File: config.mk
export PLATFORM = sky130hd
export DESIGN_NAME = dtu_timer
export DESIGN_NICKNAME = d
export VERILOG_FILES = /design/src/rtl/dtu_pkg.sv /design/src/rtl/dtu_timer.sv
export VERILOG_INCLUDE_DIRS = /design/src /design/src/rtl
export SDC_FILE = /design/constraint.sdc
export NUM_CORES = 1
export LEC_CHECK = 0
export ABC_AREA = 0
export BUFFER_PORTS_ARGS = -buffer_cell sky130_fd_sc_hd__buf_2
export CORE_MARGIN = 4
export CORE_UTILIZATION = 35
export DETAILED_ROUTE_END_ITERATION = 6
export PLACE_DENSITY = 0.48
export RECOVER_POWER = 25
export SKIP_LAST_GASP = 1
export SYNTH_ARGS = -nofsm -noshare
export SYNTH_HDL_FRONTEND = slang
export SYNTH_SLANG_ARGS = --single-unit
File: constraint.sdc
create_clock -name clk_i -period 4.1 [get_ports clk_i]
set_clock_uncertainty 0.2 [all_clocks]
set_input_delay 0.615 -clock clk_i [delete_from_list [all_inputs] [get_ports clk_i]]
set_output_delay 0.615 -clock clk_i [all_outputs]
set_load 0.02 [all_outputs]
File: src/rtl/dtu_cfg.svh
// Constants of the dual timer and up/down timer block.
// Assumes inclusion by bare name from the package and the top module.
`ifndef DTU_CFG_SVH
`define DTU_CFG_SVH
// Register indices; byte address is four times the index
`define DTU_IDX_U01_CTRL 8'h88
`define DTU_IDX_U01_MODE 8'h89
`define DTU_IDX_U0_LO    8'h8a
`define DTU_IDX_U1_LO    8'h8b
`define DTU_IDX_U0_HI    8'h8c
`define DTU_IDX_U1_HI    8'h8d
`define DTU_IDX_U2_CTRL  8'hc8
`define DTU_IDX_U2_MODE  8'hc9
`define DTU_IDX_RLD_LO   8'hca
`define DTU_IDX_RLD_HI   8'hcb
`define DTU_IDX_U2_LO    8'hcc
`define DTU_IDX_U2_HI    8'hcd
`define DTU_IDX_IRQ_STAT 8'he8
`define DTU_IDX_IRQ_MASK 8'he9
`define DTU_RST_BYTE     8'h00
// Control bits of units 0 and 1
`define DTU_B_OVF1 7
`define DTU_B_RUN1 6
`define DTU_B_OVF0 5
`define DTU_B_RUN0 4
// Mode nibble: gate, source, two mode bits; unit 1 sits in the upper nibble
`define DTU_B_GATE 3
`define DTU_B_SRC  2
`define DTU_NIB1   4
`define DTU_PRE_W  5
// Control bits of unit 2
`define DTU_B_OVF2   7
`define DTU_B_EXTF   6
`define DTU_B_RXBAUD 5
`define DTU_B_TXBAUD 4
`define DTU_B_EXTEN  3
`define DTU_B_RUN2   2
`define DTU_B_SRC2   1
`define DTU_B_CAPSEL 0
`define DTU_B_DIR    0
// Pin vector positions
`define DTU_P_GATE0 0
`define DTU_P_GATE1 1
`define DTU_P_EV0   2
`define DTU_P_EV1   3
`define DTU_P_EV2   4
`define DTU_P_TRIG  5
`define DTU_NPIN    6
// Interrupt status bits
`define DTU_I_OVF0 0
`define DTU_I_OVF1 1
`define DTU_I_OVF2 2
`define DTU_I_EXTF 3
`define DTU_NIRQ   4
// Oscillator clocks per machine cycle
`define DTU_MC_DIV 12
`endif

File: src/rtl/dtu_pkg.sv
// Types of the dual timer and up/down timer block.
// Assumes dtu_cfg.svh is on the include path.
`default_nettype none
`include "dtu_cfg.svh"
package dtu_pkg;
	// Operating modes of units 0 and 1
	typedef enum logic [1:0] {
		DTU_MODE_PRESC  = 2'b00,
		DTU_MODE_16     = 2'b01,
		DTU_MODE_RELOAD = 2'b10,
		DTU_MODE_SPLIT  = 2'b11
	} dtu_mode_type;

	// Whole state of the block
	typedef struct packed {
		logic [3:0]           mc_cnt;
		logic                 half;
		logic [`DTU_NPIN-1:0] sync1;
		logic [`DTU_NPIN-1:0] sync2;
		logic [`DTU_NPIN-1:0] samp;
		logic [`DTU_NPIN-1:0] prev;
		logic [7:0]           u01_ctrl;
		logic [7:0]           u01_mode;
		logic [7:0]           u0_lo;
		logic [7:0]           u0_hi;
		logic [7:0]           u1_lo;
		logic [7:0]           u1_hi;
		logic [7:0]           u2_ctrl;
		logic                 count_direction_enable;
		logic [7:0]           rld_lo;
		logic [7:0]           rld_hi;
		logic [7:0]           u2_lo;
		logic [7:0]           u2_hi;
		logic [`DTU_NIRQ-1:0] irq_stat;
		logic [`DTU_NIRQ-1:0] irq_mask;
		logic                 ack;
		logic [7:0]           rdata;
	} dtu_state_type;
endpackage
`default_nettype wire

File: src/rtl/dtu_timer.sv
// Two mode-selectable timer/counters and a 16-bit up/down timer,
// reached as byte registers over a classic Wishbone slave.
// Assumes clk_i is the oscillator and the pins are asynchronous.
//
// What this block does
// Mode 00 makes a unit an 8-bit counter behind a divide-by-32 prescaler.
// Mode 10 counts the low byte and reloads it from the high byte on overflow.
// Mode 11 splits unit 0 into two 8-bit counters and stops unit 1.
// With the source bit clear a unit counts once per machine cycle, fosc/12.
// In counter operation a unit counts each falling edge of its event pin.
// Edge detection takes two machine cycles, so pin rates stay below fosc/24.
// A gate pin enables its unit when the gate setting is on.
// The control register holds overflow and run of unit 1 at bits 7:6, unit 0 at 5:4.
// Unit 2 is 16 bits and bit 1 of its control selects timer or counter.
// In reload mode unit 2 loads the reload register on every up-count overflow.
// With external enable a trigger pin falling edge also reloads unit 2.
// With direction enable unit 2 counts down while the trigger pin is low.
// In capture mode unit 2 counts up and a trigger edge captures the count.
// A baud select with the source bit clear makes unit 2 count at fosc/2 without raising its overflow flag.
// Unit 2 mode register holds direction enable at bit 0, reset 0, rest reserved.
// A unit counts while run is set and its gate allows; overflow sets its flag.
// Mode register: upper nibble unit 1, lower unit 0, each gate, source, mode.
//
// Chosen here: the Wishbone register port.
`default_nettype none
`include "dtu_cfg.svh"
module dtu_timer import dtu_pkg::*; #(
	parameter int MC_DIV = `DTU_MC_DIV
) (
	input  wire logic        clk_i,
	input  wire logic        sys_rst_i,
	input  wire logic        wb_cyc_i,
	input  wire logic        wb_stb_i,
	input  wire logic        wb_we_i,
	input  wire logic [9:0]  wb_adr_i,
	input  wire logic [3:0]  wb_sel_i,
	input  wire logic [31:0] wb_dat_i,
	output logic      [31:0] wb_dat_o,
	output logic             wb_ack_o,
	input  wire logic        first_gate_pin_i,
	input  wire logic        second_gate_pin_i,
	input  wire logic        first_event_pin_i,
	input  wire logic        second_event_pin_i,
	input  wire logic        updown_event_pin_i,
	input  wire logic        updown_trigger_pin_i,
	output logic             irq_o
);

	dtu_state_type st;
	dtu_state_type next_st;

	// One step of unit 0 or 1; result is {overflow, high, low}
	function automatic logic [16:0] dtu_step(input dtu_mode_type m, input logic inc,
		input logic [7:0] lo, input logic [7:0] hi);
		logic [16:0] r;
		logic [13:0] c13;
		logic [8:0]  c8;
		r = {1'b0, hi, lo};
		c13 = {1'b0, hi, lo[`DTU_PRE_W-1:0]} + 14'h1;
		c8 = {1'b0, lo} + 9'h1;
		if (inc) begin
			case (m)
				// prescaled 8-bit
				DTU_MODE_PRESC: r = {c13[13], c13[12:`DTU_PRE_W], lo[7:`DTU_PRE_W],
					c13[`DTU_PRE_W-1:0]};
				DTU_MODE_16: r = {1'b0, hi, lo} + 17'h1;
				// low byte reload
				DTU_MODE_RELOAD: r = c8[8] ? {1'b1, hi, hi} : {1'b0, hi, c8[7:0]};
				default: r = {c8[8], hi, c8[7:0]};
			endcase
		end
		return r;
	endfunction

	logic [`DTU_NPIN-1:0] pins;
	logic [`DTU_NPIN-1:0] fall;
	logic                 mc_tick;
	dtu_mode_type         mode0;
	dtu_mode_type         mode1;
	logic                 first_unit_run;
	logic                 second_unit_run;
	logic                 inc0;
	logic                 inc1;
	logic                 split_inc;
	logic                 split_ovf;
	logic [16:0]          r0;
	logic [16:0]          r1;
	logic                 ovf0;
	logic                 ovf1;
	logic [15:0]          u2_cnt;
	logic [15:0]          rld;
	logic                 baud;
	logic                 capture_or_reload_select;
	logic                 u2_inc;
	logic                 u2_down;
	logic                 u2_ovf;
	logic                 ext_ev;
	logic                 ovf2_set;
	logic                 wr;
	logic [7:0]           idx;
	logic [7:0]           wdat;

	assign pins = {updown_trigger_pin_i, updown_event_pin_i, second_event_pin_i,
		first_event_pin_i, second_gate_pin_i, first_gate_pin_i};

	// Machine cycle tick and edges sampled once per machine cycle
	assign mc_tick = st.mc_cnt == 4'(MC_DIV - 1);
	// falling edge seen over two machine cycles
	assign fall = {`DTU_NPIN{mc_tick}} & st.prev & ~st.samp;

	// mode nibbles
	assign mode0 = dtu_mode_type'(st.u01_mode[1:0]);
	assign mode1 = dtu_mode_type'(st.u01_mode[`DTU_NIB1 +: 2]);
	assign first_unit_run = st.u01_ctrl[`DTU_B_RUN0];
	assign second_unit_run = st.u01_ctrl[`DTU_B_RUN1];

	// run and gate; gate pins; machine cycle; event edges
	assign inc0 = first_unit_run
		& (~st.u01_mode[`DTU_B_GATE] | st.sync2[`DTU_P_GATE0])
		& (st.u01_mode[`DTU_B_SRC] ? fall[`DTU_P_EV0] : mc_tick);
	// unit 1 held in split mode
	assign inc1 = second_unit_run & (mode1 != DTU_MODE_SPLIT)
		& (~st.u01_mode[`DTU_NIB1 + `DTU_B_GATE] | st.sync2[`DTU_P_GATE1])
		& (st.u01_mode[`DTU_NIB1 + `DTU_B_SRC] ? fall[`DTU_P_EV1] : mc_tick);
	// upper byte of unit 0 is a plain timer run by unit 1's run bit
	assign split_inc = (mode0 == DTU_MODE_SPLIT) & second_unit_run & mc_tick;
	assign split_ovf = split_inc & (st.u0_hi == 8'hff);
	assign r0 = dtu_step(mode0, inc0, st.u0_lo, st.u0_hi);
	assign r1 = dtu_step(mode1, inc1, st.u1_lo, st.u1_hi);
	assign ovf0 = r0[16];
	assign ovf1 = r1[16] | split_ovf;

	// Unit 2 count sources and direction
	assign u2_cnt = {st.u2_hi, st.u2_lo};
	assign rld = {st.rld_hi, st.rld_lo};
	assign baud = st.u2_ctrl[`DTU_B_RXBAUD] | st.u2_ctrl[`DTU_B_TXBAUD];
	assign capture_or_reload_select = st.u2_ctrl[`DTU_B_CAPSEL];
	// timer or counter; half oscillator rate for baud use
	assign u2_inc = st.u2_ctrl[`DTU_B_RUN2] & (st.u2_ctrl[`DTU_B_SRC2] ? fall[`DTU_P_EV2]
		: (baud ? st.half : mc_tick));
	// down count while trigger pin low; capture counts up only
	assign u2_down = st.count_direction_enable & ~capture_or_reload_select & ~baud
		& ~st.sync2[`DTU_P_TRIG];
	assign u2_ovf = u2_inc & (u2_down ? (u2_cnt == rld) : (u2_cnt == 16'hffff));
	assign ext_ev = fall[`DTU_P_TRIG] & st.u2_ctrl[`DTU_B_EXTEN];
	// no overflow flag in baud use
	assign ovf2_set = u2_ovf & ~baud;

	// Bus decode; writes land on the edge where the master sees ack
	assign idx = wb_adr_i[9:2];
	assign wdat = wb_dat_i[7:0];
	assign wr = wb_cyc_i & wb_stb_i & wb_we_i & st.ack & wb_sel_i[0];

	// Next state
	always_comb begin
		next_st = st;
		next_st.mc_cnt = mc_tick ? 4'h0 : st.mc_cnt + 4'h1;
		next_st.half = ~st.half;
		next_st.sync1 = pins;
		next_st.sync2 = st.sync1;
		if (mc_tick) begin
			next_st.samp = st.sync2;
			next_st.prev = st.samp;
		end
		{next_st.u0_hi, next_st.u0_lo} = r0[15:0];
		{next_st.u1_hi, next_st.u1_lo} = r1[15:0];
		if (split_inc) begin
			next_st.u0_hi = st.u0_hi + 8'h1;
		end
		// Unit 2 counting, wrap and reload
		if (u2_inc) begin
			if (u2_down) begin
				// underflow at reload value wraps to all ones
				{next_st.u2_hi, next_st.u2_lo} = u2_ovf ? 16'hffff : u2_cnt - 16'h1;
			end else if (u2_ovf && !capture_or_reload_select) begin
				// reload on overflow
				{next_st.u2_hi, next_st.u2_lo} = rld;
			end else if (u2_ovf && baud) begin
				{next_st.u2_hi, next_st.u2_lo} = rld;
			end else begin
				{next_st.u2_hi, next_st.u2_lo} = u2_cnt + 16'h1;
			end
		end
		if (ext_ev && !baud) begin
			if (capture_or_reload_select) begin
				// capture the count
				{next_st.rld_hi, next_st.rld_lo} = u2_cnt;
			end else if (!st.count_direction_enable) begin
				// trigger reload
				{next_st.u2_hi, next_st.u2_lo} = rld;
			end
		end
		// Software writes; count data from software wins
		if (wr) begin
			case (idx)
				`DTU_IDX_U01_CTRL: next_st.u01_ctrl = wdat;
				`DTU_IDX_U01_MODE: next_st.u01_mode = wdat;
				`DTU_IDX_U0_LO: next_st.u0_lo = wdat;
				`DTU_IDX_U1_LO: next_st.u1_lo = wdat;
				`DTU_IDX_U0_HI: next_st.u0_hi = wdat;
				`DTU_IDX_U1_HI: next_st.u1_hi = wdat;
				`DTU_IDX_U2_CTRL: next_st.u2_ctrl = wdat;
				// only bit 0 is stored
				`DTU_IDX_U2_MODE: next_st.count_direction_enable = wdat[`DTU_B_DIR];
				`DTU_IDX_RLD_LO: next_st.rld_lo = wdat;
				`DTU_IDX_RLD_HI: next_st.rld_hi = wdat;
				`DTU_IDX_U2_LO: next_st.u2_lo = wdat;
				`DTU_IDX_U2_HI: next_st.u2_hi = wdat;
				`DTU_IDX_IRQ_STAT: next_st.irq_stat = st.irq_stat & ~wdat[`DTU_NIRQ-1:0];
				`DTU_IDX_IRQ_MASK: next_st.irq_mask = wdat[`DTU_NIRQ-1:0];
				default: next_st.irq_mask = st.irq_mask;
			endcase
		end
		// hardware flag set wins over a software clear
		if (ovf0) begin
			next_st.u01_ctrl[`DTU_B_OVF0] = 1'b1;
		end
		if (ovf1) begin
			next_st.u01_ctrl[`DTU_B_OVF1] = 1'b1;
		end
		if (ovf2_set) begin
			next_st.u2_ctrl[`DTU_B_OVF2] = 1'b1;
		end
		if (ext_ev) begin
			next_st.u2_ctrl[`DTU_B_EXTF] = 1'b1;
		end
		// Sticky interrupt status, set wins over write-one-to-clear
		next_st.irq_stat[`DTU_I_OVF0] = next_st.irq_stat[`DTU_I_OVF0] | ovf0;
		next_st.irq_stat[`DTU_I_OVF1] = next_st.irq_stat[`DTU_I_OVF1] | ovf1;
		next_st.irq_stat[`DTU_I_OVF2] = next_st.irq_stat[`DTU_I_OVF2] | ovf2_set;
		next_st.irq_stat[`DTU_I_EXTF] = next_st.irq_stat[`DTU_I_EXTF] | ext_ev;
		// Bus answer one cycle after the request, dropped the cycle after
		next_st.ack = wb_cyc_i & wb_stb_i & ~st.ack;
		next_st.rdata = `DTU_RST_BYTE;
		if (wb_cyc_i && wb_stb_i && !st.ack) begin
			case (idx)
				`DTU_IDX_U01_CTRL: next_st.rdata = st.u01_ctrl;
				`DTU_IDX_U01_MODE: next_st.rdata = st.u01_mode;
				`DTU_IDX_U0_LO: next_st.rdata = st.u0_lo;
				`DTU_IDX_U1_LO: next_st.rdata = st.u1_lo;
				`DTU_IDX_U0_HI: next_st.rdata = st.u0_hi;
				`DTU_IDX_U1_HI: next_st.rdata = st.u1_hi;
				`DTU_IDX_U2_CTRL: next_st.rdata = st.u2_ctrl;
				`DTU_IDX_U2_MODE: next_st.rdata = {7'h00, st.count_direction_enable};
				`DTU_IDX_RLD_LO: next_st.rdata = st.rld_lo;
				`DTU_IDX_RLD_HI: next_st.rdata = st.rld_hi;
				`DTU_IDX_U2_LO: next_st.rdata = st.u2_lo;
				`DTU_IDX_U2_HI: next_st.rdata = st.u2_hi;
				`DTU_IDX_IRQ_STAT: next_st.rdata = {4'h0, st.irq_stat};
				`DTU_IDX_IRQ_MASK: next_st.rdata = {4'h0, st.irq_mask};
				default: next_st.rdata = `DTU_RST_BYTE;
			endcase
		end
	end

	// State register
	always_ff @(posedge clk_i) begin
		if (sys_rst_i) begin
			st <= '0;
		end else begin
			st <= next_st;
		end
	end

	// Outputs
	assign wb_ack_o = st.ack;
	assign wb_dat_o = {24'h000000, st.rdata};
	assign irq_o = |(st.irq_stat & st.irq_mask);
endmodule // dtu_timer
`default_nettype wire

==> metrics.txt, run 1 <==
vias in the first global route=just under 8000; die area=27600 um2; Maximum Capacitance Violations=1; CTS tree=yes; fmax=0.282 GHz; Residual DRC=0; family with the most delay on the worst path=buffers and inverters; register area=2620 um2; Core Box Area=24500 um2; Worst setup SP type=input port; CTS root buf=clkbuf_16; Top FF cell, synth=dfxtp_1; Worst-Margin Slew=~2700 ps; WP data required=4210 ps; Tmin final=3550 ps; antenna violations before repair=0; worst min-delay path class=input port to flop; global route total overflow=0; crit end category=flop; gr usage total=0.223; CP peak stage delay=1850 ps; via count=approximately 8700; worst reg-to-reg path cell count=9; fin util=0.393; critical-path cell list=clkbuf_1 -> buf_4 -> nand3b_1 -> o21ai_0; Post-CTS Resized=0; Setup WS pre-CTS=about 650 ps; Avg Inst Size Synth=7.51 um2; CP max stage cell=clkbuf_1; drt initial violations=818; worst r2r dst=st[26]; area of the mapped netlist=8740 um2; cells after synthesis=1164; first-pass GRT wire length=48.5 mm; Period Utilization, post-route=0.865; async set-reset flop share out of synthesis=0; largest net degree at the start of global routing=70; Final Cell Area=9600 um2; Die Wd=166 um; Multi-input gate area=about 5600 um2; CTS sink cnt=about 130; CP arrival=3650 ps; #FFs+latches synth=131; Placed Cells=1452; Detail Route Antenna Nets=0; WL final=approximately 32 mm; violated checks=max-capacitance violations, max-slew violations; Reg2Reg Setup Slack=560 ps; CP Class=input port to flop; clock slew at reported path FFs=60 ps; # diodes=0; setup TNS=0 ps; htree depth=4; HP Start=updown_trigger_pin_i; Power Dens Cells=302 nW/um2; Yosys warning count=0; I/O pins=between 90 and 100; routed len/inst=21.3 um; RR Startpoint=st[49]; Port Buffers=37; Post-CTS Setup Repair Bufs=0; Final setup viols=0; pins over their slew limit=57; Layout fillers=around 2600; cts bufs inserted=17; Pleak=3.19 nW; Post-DP Area=around 9100 um2; Setup WS post-layout=553 ps; number of synthesized flops with an enable pin=0; Syn-to-layout area delta=9.83%; Hold Worst Slack=between 150 and 200 ps; proportion of synthesized chip area in sequential cells=0.300; Synth cell types=81; share of layout cells above drive strength 1=0.103; Initial Util=0.357; Clock Path Buffers=2; Rows=57; RSZ-0062 raised after global routing=false; clk_lat worst skew=420 ps; Final Hold Viols=0; hold path depth=2; routability congestion estimate=0.887; CP startpoint=sys_rst_i; Power Total=2.90 mW; placed wire-length estimate=21.9 mm; Layout Nets=~1200; hold_buf cts=0; Worst VDD drop=~170 uV; Buf/Inv on CP=2; drt pass-1 iters=5; outcome=complete, but fails checks; CP Max Fanout=69; slew margin rel.=-0.778; Post-Layout Cell Count=1484; WHS Endpoint=next_st[123]; chip height=166 um; detailed-route vias per instance=5.87
cells in the final DEF (no fill, tap or decap), types with 10 or more instances in the layout:
cell type	instances
nand2_1	150
dfxtp_1	131
nor2_1	109
a21oi_1	89
nand3_1	74
o21ai_0	52
mux2i_1	45
a211oi_1	43
nor3_1	32
buf_4	31
buf_2	27
xnor2_1	24
conb_1	24
xor2_1	18
a22oi_1	17
nor2b_1	17
a31oi_1	17
clkbuf_16	17
a221oi_1	15
or3_1	14
and3_1	12
clkbuf_1	11
inv_1	10
o211ai_1	10
synth_stat cells (all sizes together) (5+ instances only):
| cell | instances | area, um2 |
|---|---|---|
| nand2 | 150 | 563 |
| dfxtp | 131 | 2620 |
| nor2 | 111 | 427 |
| a21oi | 89 | 445 |
| clkbuf | 84 | 317 |
| nand3 | 74 | 370 |
| o21ai | 56 | 280 |
| a211oi | 45 | 348 |
| mux2i | 45 | 450 |
| buf | 43 | 308 |
| nor3 | 32 | 160 |
| xnor2 | 24 | 210 |
| xor2 | 18 | 158 |
| a22oi | 17 | 128 |
| a31oi | 17 | 106 |
| nor2b | 17 | 106 |
| a221oi | 15 | 131 |
| or3 | 14 | 87.6 |
| and3 | 12 | 75.1 |
| nor3b | 11 | 92.6 |
| inv | 10 | 37.5 |
| nor4 | 10 | 68.8 |
| o211ai | 10 | 75.1 |
| nand2b | 9 | 56.3 |
| nand4 | 8 | 50.1 |
| a311oi | 7 | 67.6 |
| and2 | 7 | 43.8 |
| mux2 | 7 | 78.8 |
| a222oi | 6 | 60.1 |
| ha | 6 | 75.1 |
| o31ai | 6 | 45.0 |
| a221o | 5 | 50.1 |
| nand3b | 5 | 37.5 |
| or2 | 5 | 31.3 |
worst reg2reg max path, cell delays in order (launching register included):
cell and delay [ps]:
dfxtp_1 450, nor4b_4 320, nand2_1 160, buf_4 250
o22a_1 220, nor4b_1 450, and3b_1 560, nor2_2 230
a221o_1 410, a211oi_1 220
logic make-up (layout without fill, tap and decap cells):
logic type,after synthesis,after routing,share of synthesized area
mux,55,55,0.0683
buf+inv,137,110,0.0757
fa+ha+maj,6,6,0.00859
xor+xnor,42,42,0.0421
other cells,1,24,0.000429
compound gates,306,306,0.232
flops,131,131,0.300
simple gates,486,486,0.273
worst max path at each step:
stage                         to  slack (ps)  depth (start not counted)
after global routing      st[25]         240                          4
after global placement    st[26]         660                          8
final                     st[25]         550                          4
after detailed placement  st[26]         650                          8
after floorplan           st[68]        1180                          9
after CTS                 st[26]         630                          8
per-layer routing:
layer / global-route usage / share of wire / vias up / routed length, um
li1: - / - / 4172 / -
met1: 0.328 / 0.47 / 4173 / 14900
met2: 0.331 / 0.44 / 341 / 13900
met3: 0.0540 / 0.080 / 18 / 2530
met4: 0.0463 / 0.010 / 0 / 324
met5: 0 / 0 / - / 0
sequential cells by signal (all words and copies together) (netlist names), 2 cells and up:
register / count
next_st: 6
mode0: 2
rld: 16
wb_dat_o: 8
st: 93
mode1: 2
cell type report:
type | count | area share
sequential | 131 | 0.273
timing repair buffer | 68 | 0.0422
clock buffer | 20 | 0.0476
clock inverter | 12 | 0.0111
multi-input combinational | 919 | 0.580
tap | 324 | 0.0422
inverter | 10 | 0.00391
power breakdown:
group / internal (mW) / switching, mW / leakage [nW]
Sequential: 1.29 / 0.0142 / 1.06
Clock: 0.865 / 0.589 / 0.269
Combinational: 0.0348 / 0.110 / 1.87
Power figures use the tool's default switching activity.
==> inputs of run 2 (changes only) <==
Settings changed: CTS_BUF_LIST set to sky130_fd_sc_hd__clkbuf_4 sky130_fd_sc_hd__clkbuf_8.
==> run 2 against run 1 <==
  * The flow still finishes with violations (max-capacitance violations, max-slew violations)
  * Cell count stayed put
  * Critical endpoint is now st[26]
  * Via count is 0.10% lower
  * Largest power group is now sequential cells
  * Flip-flop and latch count stayed put
  * Largest cell class unchanged
  * Setup slack better by 35 ps
  * Die area stayed put
  * Register-to-register slack better by 30 ps
  * Sequential share of layout area is 0.54 points higher
  * Wire length is 0.40% lower
  * First-iteration DRC count is 8.1% higher
  * Clock power is 27% lower
  * Highest routed layer unchanged
  * Hold slack worse by 30 ps
  * Non-clock buffer count stayed put
==> metrics.txt, run 2 (synthesis gave the netlist of run 1 again) <==
Port Buffers=37; CP arrival=about 3700 ps; Initial Util=0.357; HP Start=first_event_pin_i; Post-CTS Setup Repair Bufs=0; clk_lat worst skew=roughly 450 ps; Top reg by flops=st; worst reg-to-reg path cell count=8; Int Power=1.84 mW; Core Box Area=~24000 um2; combinational power share=0.058; first-pass GRT wire length=48.4 mm; clock slew at reported path FFs=80 ps; Final setup viols=0; WL final=31.5 mm; largest net degree at the start of global routing=70; Rows=57; critical-path cell list=or4b_1 -> nor4_1 -> o211ai_1 -> a311oi_2 -> and3b_1 -> nor2_2 -> a221o_1 -> a211oi_1; RR Startpoint=st[54]; setup TNS=0 ps; htree depth=4; Reg2Reg Setup Slack=590 ps; max reg flops=93; clock network fraction of total power=0.423; fin util=0.385; CP Max Fanout=11; outcome=complete, but fails checks; Final Hold Viols=0; fmax=0.285 GHz; Maximum Capacitance Violations=1; pins over their slew limit=57; share of layout cells above drive strength 1=0.104; crit end category=flop; Final Cell Area=9410 um2; drt pass-1 iters=7; CP Class=flop to flop; global route total overflow=0; Layout fillers=roughly 2600; worst r2r dst=st[26]; violated checks=max-capacitance violations, max-slew violations; Period Utilization, post-route=0.857; Worst setup SP type=flop; drt initial violations=884; Pleak=between 3 and 4 nW; antenna violations before repair=0; Layout Nets=1210; Clock Path Buffers=2; Power Dens Cells=266 nW/um2; Buf/Inv on CP=0; routed len/inst=21.2 um; family with the most delay on the worst path=simple AND/OR/NAND/NOR gates; Power Total=roughly 2.5 mW; Worst-Margin Slew=2660 ps; chip height=166 um; Setup WS post-layout=588 ps; slew margin rel.=-0.775; Net Sw Frac=0.266; Seq pwr share=0.519; routability congestion estimate=around 0.89; Post-DP Area=approximately 9100 um2; worst min-delay path class=input port to flop; gr usage total=0.222; Post-CTS Resized=0; CP peak stage delay=730 ps; Syn-to-layout area delta=7.69%; switching power=0.666 mW; Detail Route Antenna Nets=0; detailed-route vias per instance=5.86; # diodes=0; Worst VDD drop=124 uV; CP max stage cell=or4b_1; WHS Endpoint=next_st[120]; via count=~8700; Die Wd=166 um; most frequent cells in the layout=150 x nand2_1, 131 x dfxtp_1, 109 x nor2_1; I/O pins=91; CTS sink cnt=131; hold path depth=2; CTS root buf=clkbuf_8; die area=~28000 um2; CTS tree=yes; cts bufs inserted=17; Tmin final=3510 ps; Setup WS pre-CTS=647 ps; Residual DRC=0; most common cell after layout, fill and taps aside=nand2_1; RSZ-0062 raised after global routing=false; hold_buf cts=0; vias in the first global route=~7700; WP data required=4270 ps; placed wire-length estimate=21.9 mm
## run 2: cell counts in the layout (fill, tap and decap cells not counted)
No cell type changed its count.
## run 2: how the worst max path moves through the flow
stage / startpoint / end / slack, ps / cells past startpoint
5_1_grt: sys_rst_i / st[25] / 290 / 4
2_1_floorplan: wb_adr_i[6] / st[68] / 1180 / 9
3_3_place_gp: st[54] / st[26] / 660 / 8
3_5_place_dp: st[54] / st[26] / 650 / 8
6_report: st[54] / st[26] / 590 / 8
4_1_cts: st[54] / st[26] / 630 / 8
## run 2: metal layers
metal / up-vias / track usage / part of all wire
met5: - / 0 / 0
met3: 29 / 0.0505 / 0.078
met1: 4168 / 0.330 / 0.47
met4: 0 / 0.0488 / 0.012
met2: 334 / 0.327 / 0.44
li1: 4164 / - / -
## run 2: area by class of cell
cell class                      instances  area [um2]  share of cell area
Clock buffer                           20         269              0.0286
Tap cell                              324         405              0.0431
Sequential cell                       131        2620               0.279
Multi-Input combinational cell        919        5570               0.591
Timing Repair Buffer                   68         405              0.0431
Clock inverter                         12         106              0.0113
Inverter                               10        37.5             0.00399
## run 2: power by group through the flow
stage	Sequential (mW)	Combinational, mW	Clock, mW
3_5_place_dp	1.33	0.144	0
2_1_floorplan	1.32	0.112	0
5_1_grt	1.30	0.156	1.15
4_1_cts	1.30	0.144	1.09
6_report	1.30	0.145	1.06
3_3_place_gp	1.33	0.144	0
## run 2: metrics by stage
stage | instances | hold WS [ps]
floorplan | 1187 | 184
global placement | 1452 | 194
detailed placement | 1452 | 203
CTS | 1484 | 134
global route | 1484 | 158
finish | 1484 | 170
